File: src/sys_pll_pkg.sv
// Constants and types of the system clock PLL control block
package sys_pll_pkg;
    // ****************************************
    // Register map
    // ****************************************
    localparam logic [7:0] ADDR_CTRL = 8'h00;
    localparam logic [7:0] ADDR_FB_DIV = 8'h04;
    localparam logic [7:0] ADDR_REF_FREQ = 8'h08;
    localparam logic [7:0] ADDR_VALID_MS = 8'h0C;
    localparam logic [7:0] ADDR_CMD = 8'h10;
    localparam logic [7:0] ADDR_STATUS = 8'h14;
    localparam logic [7:0] ADDR_RATIO = 8'h18;
    localparam logic [7:0] ADDR_INT_STATUS = 8'h1C;
    localparam logic [7:0] ADDR_INT_MASK = 8'h20;
    // ****************************************
    // Field positions
    // ****************************************
    localparam int CTRL_OSC_PATH = 0;
    localparam int CTRL_DOUBLER = 1;
    localparam int CTRL_PRESCALE_LO = 2;
    localparam int CMD_START = 0;
    localparam int ST_LOCK = 0;
    localparam int ST_STABLE = 1;
    localparam int ST_CAL_BUSY = 2;
    localparam int ST_STATE_LO = 4;
    localparam int INT_LOCK_GAIN = 0;
    localparam int INT_LOCK_LOST = 1;
    localparam int INT_STABLE = 2;
    // ****************************************
    // Reset values and counts
    // ****************************************
    localparam logic [7:0] FB_DIV_RST = 8'h64;
    localparam logic [31:0] REF_FREQ_RST = 32'h0000_0000;
    localparam logic [15:0] VALID_MS_RST = 16'h0000;
    localparam logic [2:0] INT_MASK_RST = 3'h0;
    localparam logic [7:0] LOCK_WINDOW = 8'h02;
    localparam logic [7:0] EDGE_TIMEOUT = 8'hFF;
    localparam logic [3:0] LOCK_COUNT = 4'h8;
    // ****************************************
    // Types
    // ****************************************
    typedef enum logic [3:0] {
        ST_UNPROG = 4'b0001,
        ST_CAL = 4'b0010,
        ST_ACQ = 4'b0100,
        ST_RUN = 4'b1000
    } state_e;
    typedef struct packed {
        logic osc_path_sel;
        logic ref_doubler_en;
        logic [1:0] input_prescale_sel;
        logic [3:0] prescale_ratio;
        logic [7:0] fb_div;
    } pll_cfg_s;
    typedef struct packed {
        logic system_clock_pll_lock_flag;
        logic system_clock_stable;
        logic vco_cal_req;
        logic pll_acquire_en;
    } pll_stat_s;
endpackage
File: src/sys_pll_ctrl.sv
// System clock PLL configuration, lock detector and stability status
//
// The implementer's own choices: the APB interface to the registers and the placing of the registers.
`timescale 1ns/1ps
module sys_pll_ctrl (
    input wire logic pclk,
    input wire logic presetn,
    input wire logic psel,
    input wire logic penable,
    input wire logic pwrite,
    input wire logic [7:0] paddr,
    input wire logic [31:0] pwdata,
    input wire logic [3:0] pstrb,
    output logic [31:0] prdata,
    output logic pready,
    output logic pslverr,
    input wire logic vco_cal_done,
    input wire logic ref_edge,
    input wire logic fb_edge,
    output sys_pll_pkg::pll_cfg_s pll_cfg,
    output sys_pll_pkg::pll_stat_s pll_stat,
    output logic irq
);
    // ****************************************
    // State
    // ****************************************
    typedef struct packed {
        sys_pll_pkg::state_e state;
        sys_pll_pkg::pll_cfg_s cfg;
        sys_pll_pkg::pll_stat_s stat;
        logic [31:0] ref_freq;
        logic [15:0] valid_ms;
        logic [2:0] int_status;
        logic [2:0] int_mask;
        logic irq;
        logic [31:0] prdata;
        logic pready;
        logic pslverr;
        logic pending;
        logic pending_ref;
        logic [7:0] diff_cnt;
        logic [3:0] good_cnt;
    } ctrl_s;

    ctrl_s s;
    ctrl_s next_s;
    logic setup;
    logic wr;
    logic mapped;
    logic sample;
    logic sample_good;
    logic [2:0] events;
    logic [11:0] ratio_x8;
    logic [31:0] rd;

    assign setup = psel && !penable;
    assign wr = psel && penable && pwrite && s.pready;

    // Frequency ratio in eighths, so the prescale division stays integer
    assign ratio_x8 = 12'(({4'h0, s.cfg.fb_div} << (s.cfg.ref_doubler_en ? 4 : 3))
        >> s.cfg.input_prescale_sel);

    always_comb begin
        mapped = 1'b1;
        rd = 32'h0000_0000;
        unique case (paddr)
            sys_pll_pkg::ADDR_CTRL: begin
                rd[sys_pll_pkg::CTRL_OSC_PATH] = s.cfg.osc_path_sel;
                rd[sys_pll_pkg::CTRL_DOUBLER] = s.cfg.ref_doubler_en;
                rd[sys_pll_pkg::CTRL_PRESCALE_LO +: 2] = s.cfg.input_prescale_sel;
            end
            sys_pll_pkg::ADDR_FB_DIV: rd[7:0] = s.cfg.fb_div;
            sys_pll_pkg::ADDR_REF_FREQ: rd = s.ref_freq;
            sys_pll_pkg::ADDR_VALID_MS: rd[15:0] = s.valid_ms;
            sys_pll_pkg::ADDR_CMD: rd = 32'h0000_0000;
            sys_pll_pkg::ADDR_STATUS: begin
                rd[sys_pll_pkg::ST_LOCK] = s.stat.system_clock_pll_lock_flag;
                rd[sys_pll_pkg::ST_STABLE] = s.stat.system_clock_stable;
                rd[sys_pll_pkg::ST_CAL_BUSY] = (s.state == sys_pll_pkg::ST_CAL);
                rd[sys_pll_pkg::ST_STATE_LO +: 4] = s.state;
            end
            sys_pll_pkg::ADDR_RATIO: rd[11:0] = ratio_x8;
            sys_pll_pkg::ADDR_INT_STATUS: rd[2:0] = s.int_status;
            sys_pll_pkg::ADDR_INT_MASK: rd[2:0] = s.int_mask;
            default: mapped = 1'b0;
        endcase
    end

    always_comb begin
        next_s = s;
        sample = 1'b0;
        sample_good = 1'b0;
        events = 3'h0;
        next_s.stat.vco_cal_req = 1'b0;

        // ****************************************
        // APB slave, answers with no wait state
        // ****************************************
        next_s.pready = setup;
        if (setup) begin
            next_s.prdata = pwrite ? 32'h0000_0000 : rd;
            next_s.pslverr = !mapped;
        end else if (s.pready) begin
            next_s.prdata = 32'h0000_0000;
            next_s.pslverr = 1'b0;
        end

        // Status and ratio addresses have no write path
        if (wr && mapped) begin
            unique case (paddr)
                sys_pll_pkg::ADDR_CTRL: begin
                    if (pstrb[0]) begin
                        next_s.cfg.osc_path_sel = pwdata[sys_pll_pkg::CTRL_OSC_PATH];
                        next_s.cfg.ref_doubler_en = pwdata[sys_pll_pkg::CTRL_DOUBLER];
                        next_s.cfg.input_prescale_sel =
                            pwdata[sys_pll_pkg::CTRL_PRESCALE_LO +: 2];
                        next_s.cfg.prescale_ratio =
                            4'h1 << pwdata[sys_pll_pkg::CTRL_PRESCALE_LO +: 2];
                        // New settings void the old lock
                        next_s.state = sys_pll_pkg::ST_UNPROG;
                    end
                end
                sys_pll_pkg::ADDR_FB_DIV: begin
                    if (pstrb[0]) begin
                        next_s.cfg.fb_div = pwdata[7:0];
                        next_s.state = sys_pll_pkg::ST_UNPROG;
                    end
                end
                sys_pll_pkg::ADDR_REF_FREQ: begin
                    for (int i = 0; i < 4; i++) begin
                        if (pstrb[i]) begin
                            next_s.ref_freq[8*i +: 8] = pwdata[8*i +: 8];
                        end
                    end
                end
                sys_pll_pkg::ADDR_VALID_MS: begin
                    for (int i = 0; i < 2; i++) begin
                        if (pstrb[i]) begin
                            next_s.valid_ms[8*i +: 8] = pwdata[8*i +: 8];
                        end
                    end
                end
                sys_pll_pkg::ADDR_CMD: begin
                    if (pstrb[0] && pwdata[sys_pll_pkg::CMD_START]) begin
                        next_s.state = sys_pll_pkg::ST_CAL;
                        next_s.stat.vco_cal_req = 1'b1;
                    end
                end
                sys_pll_pkg::ADDR_INT_MASK: begin
                    if (pstrb[0]) begin
                        next_s.int_mask = pwdata[2:0];
                    end
                end
                default: begin
                end
            endcase
        end

        // ****************************************
        // Sequencer
        // ****************************************
        unique case (s.state)
            sys_pll_pkg::ST_UNPROG: begin
            end
            sys_pll_pkg::ST_CAL: begin
                if (vco_cal_done && !next_s.stat.vco_cal_req) begin
                    next_s.state = sys_pll_pkg::ST_ACQ;
                end
            end
            sys_pll_pkg::ST_ACQ: begin
                if (s.stat.system_clock_pll_lock_flag) begin
                    next_s.state = sys_pll_pkg::ST_RUN;
                end
            end
            sys_pll_pkg::ST_RUN: begin
                if (!s.stat.system_clock_pll_lock_flag) begin
                    next_s.state = sys_pll_pkg::ST_ACQ;
                end
            end
            default: next_s.state = sys_pll_pkg::ST_UNPROG;
        endcase
        // A register write above takes priority over the sequencer
        if (wr && mapped && (paddr == sys_pll_pkg::ADDR_CTRL ||
                paddr == sys_pll_pkg::ADDR_FB_DIV || paddr == sys_pll_pkg::ADDR_CMD)
                && pstrb[0]) begin
            if (paddr != sys_pll_pkg::ADDR_CMD || pwdata[sys_pll_pkg::CMD_START]) begin
                next_s.state = (paddr == sys_pll_pkg::ADDR_CMD) ?
                    sys_pll_pkg::ST_CAL : sys_pll_pkg::ST_UNPROG;
            end
        end

        // ****************************************
        // Lock detector: edge-to-edge time difference
        // ****************************************
        if (s.stat.pll_acquire_en) begin
            if (s.pending) begin
                next_s.diff_cnt = s.diff_cnt + 8'h01;
            end
            if (ref_edge && fb_edge) begin
                sample = 1'b1;
                sample_good = !s.pending;
                next_s.pending = 1'b0;
            end else if (ref_edge || fb_edge) begin
                if (s.pending && (s.pending_ref != ref_edge)) begin
                    sample = 1'b1;
                    sample_good = (s.diff_cnt <= sys_pll_pkg::LOCK_WINDOW);
                    next_s.pending = 1'b0;
                end else begin
                    // Same edge twice means a missed partner
                    sample = s.pending;
                    next_s.pending = 1'b1;
                    next_s.pending_ref = ref_edge;
                    next_s.diff_cnt = 8'h00;
                end
            end else if (s.pending && s.diff_cnt == sys_pll_pkg::EDGE_TIMEOUT) begin
                sample = 1'b1;
                next_s.pending = 1'b0;
            end
        end else begin
            next_s.pending = 1'b0;
            next_s.diff_cnt = 8'h00;
            next_s.good_cnt = 4'h0;
            next_s.stat.system_clock_pll_lock_flag = 1'b0;
        end
        if (sample) begin
            if (sample_good) begin
                if (s.good_cnt == sys_pll_pkg::LOCK_COUNT) begin
                    next_s.stat.system_clock_pll_lock_flag = 1'b1;
                end else begin
                    next_s.good_cnt = s.good_cnt + 4'h1;
                end
            end else begin
                next_s.good_cnt = 4'h0;
                next_s.stat.system_clock_pll_lock_flag = 1'b0;
            end
        end

        next_s.stat.pll_acquire_en = (next_s.state == sys_pll_pkg::ST_ACQ) ||
            (next_s.state == sys_pll_pkg::ST_RUN);
        if (!next_s.stat.pll_acquire_en) begin
            next_s.stat.system_clock_pll_lock_flag = 1'b0;
        end
        // Stable only after programming, calibration and lock
        next_s.stat.system_clock_stable = (next_s.state == sys_pll_pkg::ST_RUN) &&
            next_s.stat.system_clock_pll_lock_flag;

        // ****************************************
        // Interrupts: set wins over write-one clear
        // ****************************************
        events[sys_pll_pkg::INT_LOCK_GAIN] = next_s.stat.system_clock_pll_lock_flag &&
            !s.stat.system_clock_pll_lock_flag;
        events[sys_pll_pkg::INT_LOCK_LOST] = !next_s.stat.system_clock_pll_lock_flag &&
            s.stat.system_clock_pll_lock_flag;
        events[sys_pll_pkg::INT_STABLE] = next_s.stat.system_clock_stable &&
            !s.stat.system_clock_stable;
        if (wr && paddr == sys_pll_pkg::ADDR_INT_STATUS && pstrb[0]) begin
            next_s.int_status = s.int_status & ~pwdata[2:0];
        end
        next_s.int_status = next_s.int_status | events;
        next_s.irq = |(next_s.int_status & next_s.int_mask);
    end

    always_ff @(posedge pclk or negedge presetn) begin
        if (!presetn) begin
            s.state <= sys_pll_pkg::ST_UNPROG;
            s.cfg.osc_path_sel <= 1'b0;
            s.cfg.ref_doubler_en <= 1'b0;
            s.cfg.input_prescale_sel <= 2'h0;
            s.cfg.prescale_ratio <= 4'h1;
            s.cfg.fb_div <= sys_pll_pkg::FB_DIV_RST;
            s.stat <= '0;
            s.ref_freq <= sys_pll_pkg::REF_FREQ_RST;
            s.valid_ms <= sys_pll_pkg::VALID_MS_RST;
            s.int_status <= 3'h0;
            s.int_mask <= sys_pll_pkg::INT_MASK_RST;
            s.irq <= 1'b0;
            s.prdata <= 32'h0000_0000;
            s.pready <= 1'b0;
            s.pslverr <= 1'b0;
            s.pending <= 1'b0;
            s.pending_ref <= 1'b0;
            s.diff_cnt <= 8'h00;
            s.good_cnt <= 4'h0;
        end else begin
            s <= next_s;
        end
    end

    assign prdata = s.prdata;
    assign pready = s.pready;
    assign pslverr = s.pslverr;
    assign pll_cfg = s.cfg;
    assign pll_stat = s.stat;
    assign irq = s.irq;
endmodule

File: config.mk
export PLATFORM = sky130hd
export DESIGN_NAME = sys_pll_ctrl
export DESIGN_NICKNAME = d
export VERILOG_FILES = /design/src/sys_pll_pkg.sv /design/src/sys_pll_ctrl.sv
export SDC_FILE = /design/constraint.sdc
export NUM_CORES = 1
export LEC_CHECK = 0
export BUFFER_PORTS_ARGS = -buffer_cell sky130_fd_sc_hd__buf_2
export CAP_MARGIN = 20
export CORE_MARGIN = 2
export CORE_UTILIZATION = 55
export DETAILED_ROUTE_END_ITERATION = 10
export PLACE_DENSITY = 0.77
export SLEW_MARGIN = 20
export SYNTH_ARGS = -nofsm -noshare
export SYNTH_HDL_FRONTEND = slang
export SYNTH_SLANG_ARGS = --single-unit
File: constraint.sdc
create_clock -name pclk -period 4.1 [get_ports pclk]
set_clock_uncertainty 0.1 [all_clocks]
set_input_delay 0 -clock pclk [delete_from_list [all_inputs] [get_ports pclk]]
set_output_delay 0 -clock pclk [all_outputs]
set_load 0.01 [all_outputs]
==> results of run 1 <==
[power groups by stage]
stage / sequential, µW / combinational (µW) / clock [µW]
2_1_floorplan: 1280 / 49.4 / 0
3_3_place_gp: 1280 / 117 / 0
3_5_place_dp: 1280 / 121 / 0
4_1_cts: 1260 / 156 / 1570
5_1_grt: 1260 / 170 / 1620
6_report: 1260 / 155 / 1540
[path summary, 6_finish.rpt]
kind | startpoint | to | slack, ns | depth (start not counted)
max in group asynchronous | presetn | s[50]$_DFF_PN0_ | 2.83 | 3
min in group pclk | pstrb[0] | s[78]$_DFFE_PN0P_ | 0.04 | 4
worst max-delay path | paddr[6] | s[87]$_DFFE_PN0P_ | 1.40 | 9
worst min register to register | pll_cfg[10]$_DFFE_PN0P_ | pll_cfg[10]$_DFFE_PN0P_ | 0.37 | 2
worst min-delay path | presetn | prdata[29]$_DFFE_PN0P_ | 0.02 | 2
worst max register to register | pready$_DFF_PN0_ | irq$_DFF_PN0_ | 1.72 | 6
[area by class of cell]
cell class,count,area (µm²),share of cell area [%]
timing repair buffer,168,1140,14.2
sequential,127,3180,39.7
multi-input combinational,378,2850,35.5
clock inverter,13,164,2.04
tap,147,184,2.29
inverter,15,56.3,0.702
clock buffer,19,453,5.64
[routing by layer]
| layer | vias to the layer above | GRT usage, % | part of all wire [%] |
|---|---|---|---|
| li1 | 2342 | - | - |
| met1 | 2481 | 32.2 | 42 |
| met2 | 179 | 42.2 | 50 |
| met3 | 26 | 5.90 | 6.4 |
| met4 | 0 | 10.0 | 1.7 |
| met5 | - | 0 | 0 |
[synthesized netlist by cell type, types with 3 or more instances]
cell type and count:
o211ai_1 3, nor4_4 3, nor3_1 11, mux2i_1 15, nand2b_1 7, clkbuf_1 19
and3_1 6, dfrtp_1 122, a221oi_1 4, a21boi_0 4, nor2_1 32, nand3_1 12
a21oi_1 11, o21ai_0 31, a22oi_1 6, a222oi_1 5, or2_2 3, xnor2_1 4
and4_1 3, a211oi_1 3, a31oi_1 7, dfstp_2 5, xor2_1 8, mux2_2 69
ha_1 4, nor4_1 4, a22o_1 22, nand4_1 8, nand2_1 49, inv_1 15
buf_2 7, nand3_2 3, buf_4 54
[cells by family (layout without fill, tap and decap cells)]
kind of cell / count (synthesis) / after routing / synth area share (%)
AO/OA/AOI/OAI: 113 / 113 / 12.1
flip-flops: 127 / 127 / 48.1
AND/OR/NAND/NOR: 162 / 162 / 13.7
XOR/XNOR: 12 / 12 / 1.59
buffers and inverters: 98 / 215 / 8.87
multiplexers: 87 / 87 / 14.8
adder cells (fa/ha/maj): 4 / 4 / 0.757
[cells in the final DEF (no fill, tap or decap), types with 4 or more instances in the layout]
master / instances
nand3_1: 12
nor4_1: 4
mux2_2: 69
mux2i_1: 15
a21boi_0: 4
a22oi_1: 6
ha_1: 4
nand2b_1: 7
dfstp_2: 5
nand2_1: 49
a22o_1: 22
nor2_1: 31
clkinvlp_4: 5
dlygate4sd3_1: 56
buf_4: 7
dfrtp_1: 122
buf_2: 105
xor2_1: 8
clkbuf_16: 17
a222oi_1: 5
nor3_1: 11
nand4_1: 8
a221oi_1: 4
and3_1: 6
a21oi_1: 11
a31oi_1: 7
xnor2_1: 4
o21ai_0: 31
inv_1: 15
[flip-flops by register name, indices dropped and copies added, names as in the netlist]
name and cells:
s 72, pready 1, pll_stat 4, irq 1, pslverr 1, pll_cfg 16, prdata 32
[critical path, delay by kind of cell]
family / cells / cell delay [ns]
multiplexers: 1 / 0.35
buffers and inverters: 4 / 1.46
AND/OR/NAND/NOR: 4 / 1.09
[per-stage QoR]
step                util [%]  power [µW]
floorplan                  -        1330
global placement        57.7        1400
detailed placement      57.7        1400
CTS                     67.7        2980
global route            67.7        3040
finish                  67.7        2950
==> impl_metrics.env, run 1 <==
export IMPL_gr_total_overflow=0
export IMPL_n_antenna_cell=0
export IMPL_path_max_fanout=11
export IMPL_die_area_um2=12900
export IMPL_antenna_found_initial=0
export IMPL_dp_slack_ns=1.69
export IMPL_die_h_um=114
export IMPL_p_switching_uw=647
export IMPL_crit_required_ns=4.30
export IMPL_grt_util_all_layers_pct=25.3
export IMPL_antenna_left=0
export IMPL_place_congestion=0.907
export IMPL_yosysWarnings=0
export IMPL_placed_area_um2=6850
export IMPL_tns_ns=0
export IMPL_drt_iter0_drc=502
export IMPL_io_buffer_count=106
export IMPL_cts_resized=0
export IMPL_cts_sinks=127
export IMPL_die_w_um=114
export IMPL_post_route_min_period_ns=2.70
export IMPL_place_detailed_hpwl_um=11000
export IMPL_p_int_uw=2310
export IMPL_setup_viol=0
export IMPL_clockBufferDepth=2
export IMPL_vias=5028
export IMPL_insertion_delay_ns=0.42
export IMPL_final_area_um2=8030
export IMPL_seqPwrFrac_pct=42.6
export IMPL_synth_ff_type="dfrtp_1"
export IMPL_critical_path_class="input pin to register"
export IMPL_num_io_pins=107
export IMPL_vdd_drop_max_mv=0.245
export IMPL_nNetsFinal=763
export IMPL_hold_path_class="input pin to asynchronous set/reset pin"
export IMPL_drive_gt1_share_pct=33.5
export IMPL_rsz0062_at_grt="false"
export IMPL_n_fill_cell=873
export IMPL_yosys_top_cells_area="dfrtp_1 46%, mux2_2 12%, buf_4 6.1%"
export IMPL_start_util_pct=55.8
export IMPL_synth_area_leader_cell="dfrtp_1"
export IMPL_cts_setup_buffers=0
export IMPL_syn2layout_area_growth_pct=21.3
export IMPL_finish_cell_count_without_fillers=867
export IMPL_path_clk_slew_ns=0.06
export IMPL_tightestPinTransition_ns=0.756
export IMPL_finalMaxSlewViolations=0
export IMPL_slew_headroom_pct=49.6
export IMPL_firstDrtPassIters=6
export IMPL_place_inst=779
export IMPL_ctsRootBufferMaster="clkbuf_16"
export IMPL_detail_route_vias_per_cell=5.80
export IMPL_avgSynthCellArea_um2=11.0
export IMPL_wl_um=15600
export IMPL_hold_viol_final=0
export IMPL_critPathLaunchType="input pin"
export IMPL_cp_slowest_stage_delay_ns=0.57
export IMPL_status="finished clean"
export IMPL_yosysTopAreaCellShare_pct=46.2
export IMPL_synth_seq_area_share_pct=48.1
export IMPL_pwr_share_comb_pct=5.3
export IMPL_h_tree_depth=4
export IMPL_wl_per_cell_um=18.0
export IMPL_drc=0
export IMPL_crit_path_top_delay_cell="dlygate4sd3_1"
export IMPL_grt_pass1_wl_um=25400
export IMPL_syn_inst=603
export IMPL_switching_share_pct=21.9
export IMPL_async_flop_share_pct=100
export IMPL_synth_edf_count=0
export IMPL_cp_data_arrival_time_ns=2.91
export IMPL_syn_area_um2=6610
export IMPL_synth_nets=659
export IMPL_numCtsBuffers=17
export IMPL_cts_hold_buf=56
export IMPL_whs_ns=0.0161
export IMPL_timing_final_ws_setup_ns=1.40
export IMPL_num_rows=40
export IMPL_p_leak_uw=0.00380
export IMPL_powerDensity_nw_per_um2=368
export IMPL_cap_violations=0
export IMPL_power_share_clock_pct=52.1
export IMPL_fmax_mhz=370
export IMPL_grt_max_degree=51
export IMPL_synth_cell_types=68
export IMPL_fin_crit_sh_pct=66.0
export IMPL_end_kind="register"
export IMPL_grt_pass1_vias=5050
export IMPL_ys_ff_latch=127
export IMPL_coreArea_um2=11900
export IMPL_cts_tree="built"
export IMPL_crit_chain="dlygate4sd3_1 > buf_2 > nor4_4 > nand3_2 > nor3_1 > buf_4 > nand3_2 > mux2_2 > dlygate4sd3_1"
(Power assumes the default switching activity.)
==> inputs of run 2 (changes only) <==
Settings changed: CORE_UTILIZATION 55 to 51, PLACE_DENSITY 0.77 to 0.75.
Clock period 4.1 ns to 2.3 ns, I/O delays scaled along.
==> impl_metrics.env, run 2 (synthesis results as in run 1) <==
export IMPL_setup_viol=0
export IMPL_crit_end="irq$_DFF_PN0_"
export IMPL_hold_path_class="input pin to register"
export IMPL_io_buffer_count=106
export IMPL_dp_slack_ns=0.0565
export IMPL_start_util_pct=52.4
export IMPL_drc=0
export IMPL_n_antenna_cell=0
export IMPL_end_kind="register"
export IMPL_vias=5205
export IMPL_critical_path_class="register to register"
export IMPL_place_congestion=0.945
export IMPL_place_detailed_hpwl_um=11800
export IMPL_final_common_cell="dfrtp_1"
export IMPL_slew_headroom_pct=53.2
export IMPL_cts_sinks=127
export IMPL_cp_depth=6
export IMPL_path_buf_inv=0
export IMPL_antenna_left=0
export IMPL_die_w_um=118
export IMPL_h_tree_depth=4
export IMPL_numCtsBuffers=17
export IMPL_p_leak_uw=0.00391
export IMPL_hold_viol_final=0
export IMPL_die_area_um2=13900
export IMPL_num_io_pins=107
export IMPL_cp_data_arrival_time_ns=2.44
export IMPL_fin_crit_sh_pct=97.3
export IMPL_coreArea_um2=12600
export IMPL_crit_family="compound AO/OA/AOI/OAI gates"
export IMPL_path_clk_slew_ns=0.06
export IMPL_tightestPinTransition_ns=0.702
export IMPL_nNetsFinal=788
export IMPL_die_h_um=118
export IMPL_path_max_fanout=6
export IMPL_timing_final_ws_setup_ns=0.0631
export IMPL_drt_iter0_drc=390
export IMPL_cap_violations=0
export IMPL_cts_tree="built"
export IMPL_crit_path_top_delay_cell="dfrtp_1"
export IMPL_powerDensity_nw_per_um2=633
export IMPL_gr_total_overflow=0
export IMPL_grt_util_all_layers_pct=25.9
export IMPL_critPathLaunchType="register"
export IMPL_drive_gt1_share_pct=36.4
export IMPL_cp_slowest_stage_delay_ns=0.47
export IMPL_rrSetupSlack_ns=0.06
export IMPL_crit_required_ns=2.50
export IMPL_fmax_mhz=447
export IMPL_layout_common_cells="122 x dfrtp_1, 105 x buf_2, 69 x mux2_2"
export IMPL_top_register="s"
export IMPL_r2r_start="s[124]$_DFF_PN0_"
export IMPL_reg2reg_to="irq$_DFF_PN0_"
export IMPL_grt_pass1_vias=5405
export IMPL_detail_route_vias_per_cell=5.68
export IMPL_firstDrtPassIters=5
export IMPL_antenna_found_initial=0
export IMPL_insertion_delay_ns=0.42
export IMPL_critPathLaunch="s[124]$_DFF_PN0_"
export IMPL_crit_chain="or2_2 > o2bb2ai_1 > o41a_1 > o211ai_1 > a22o_1 > a221o_1"
export IMPL_final_area_um2=8290
export IMPL_wl_per_cell_um=18.7
export IMPL_rsz0062_at_grt="true"
export IMPL_finalMaxSlewViolations=0
export IMPL_num_rows=41
export IMPL_largest_reg_flops=72
export IMPL_grt_pass1_wl_um=28500
export IMPL_reg2regPathDepth=6
export IMPL_status="finished clean"
export IMPL_clockBufferDepth=2
export IMPL_vdd_drop_max_mv=0.391
export IMPL_tns_ns=0
export IMPL_syn2layout_area_growth_pct=25.3
export IMPL_post_route_min_period_ns=2.24
export IMPL_ctsRootBufferMaster="clkbuf_16"
export IMPL_placed_area_um2=7060
export IMPL_wl_um=17100
export IMPL_grt_max_degree=53
-- run 2: cell count changes in the layout (fill, tap and decap cells not counted), sizes merged --
cell         before  now
clkinv            5    4
clkinvlp          5    6
buf             112  138
dlygate4sd3      56   55
-- run 2: layout make-up --
type | count | area [µm²]
Clock buffer | 19 | 433
Clock inverter | 13 | 166
Fill cell | 989 | 4330
Inverter | 15 | 56.3
Multi-Input combinational cell | 378 | 2890
Sequential cell | 127 | 3180
Tap cell | 172 | 215
Timing Repair Buffer | 193 | 1340
-- run 2: worst reg2reg max path, cell delays in order, from the launching register on --
cell	delay, ns
dfrtp_1	0.47
or2_2	0.38
o2bb2ai_1	0.22
o41a_1	0.23
o211ai_1	0.13
a22o_1	0.23
a221o_1	0.35
-- run 2: timing repair --
action                     in CTS  in global routing
hold buffers                   55                  0
gates resized for setup         0                 10
hold endpoints to repair      136                  0
buffers inserted                0                  4
setup endpoints to repair       0                 10
-- run 2: metal layers --
layer  part of all wire (%)  wire length (µm)  global-route usage [%]  vias up
met1                     43              7440                    34.7     2568
met3                    6.4              1090                    5.47       31
met2                     48              8230                    41.4      200
met5                      0                 0                       0        -
met4                    2.2               383                    9.79        0
li1                       -                 -                       -     2406
-- run 2: worst min-delay path by stage --
| stage | cells past startpoint | slack [ns] | from | to |
|---|---|---|---|---|
| after detailed placement | 1 | -0.007 | presetn | prdata[28]$_DFFE_PN0P_ |
| after CTS | 3 | 0.04 | paddr[5] | pslverr$_DFFE_PN0P_ |
| final | 4 | 0.04 | paddr[6] | pslverr$_DFFE_PN0P_ |
| after global routing | 4 | 0.05 | paddr[6] | pslverr$_DFFE_PN0P_ |
| after floorplan | 0 | -0.40 | presetn | irq$_DFF_PN0_ |
| after global placement | 1 | -0.02 | presetn | s[77]$_DFFE_PN0P_ |
-- run 2: power breakdown --
part	switching, µW	leakage (µW)	total [µW]	internal [µW]
combinational	173	0.00189	296	124
sequential	2.90	0.00174	2240	2240
clock	1000	0.000271	2710	1700
total	1180	0.00391	5250	4070
-- run 2: metrics by stage --
| step | power [µW] | util [%] | instances | hold slack, ns |
|---|---|---|---|---|
| floorplan | 2370 | - | 603 | -0.396 |
| global placement | 2510 | 55.9 | 826 | -0.0168 |
| detailed placement | 2510 | 55.9 | 826 | -0.00726 |
| CTS | 5270 | 65.0 | 913 | 0.0351 |
| global route | 5420 | 65.7 | 917 | 0.0468 |
| finish | 5250 | 65.7 | 917 | 0.0363 |
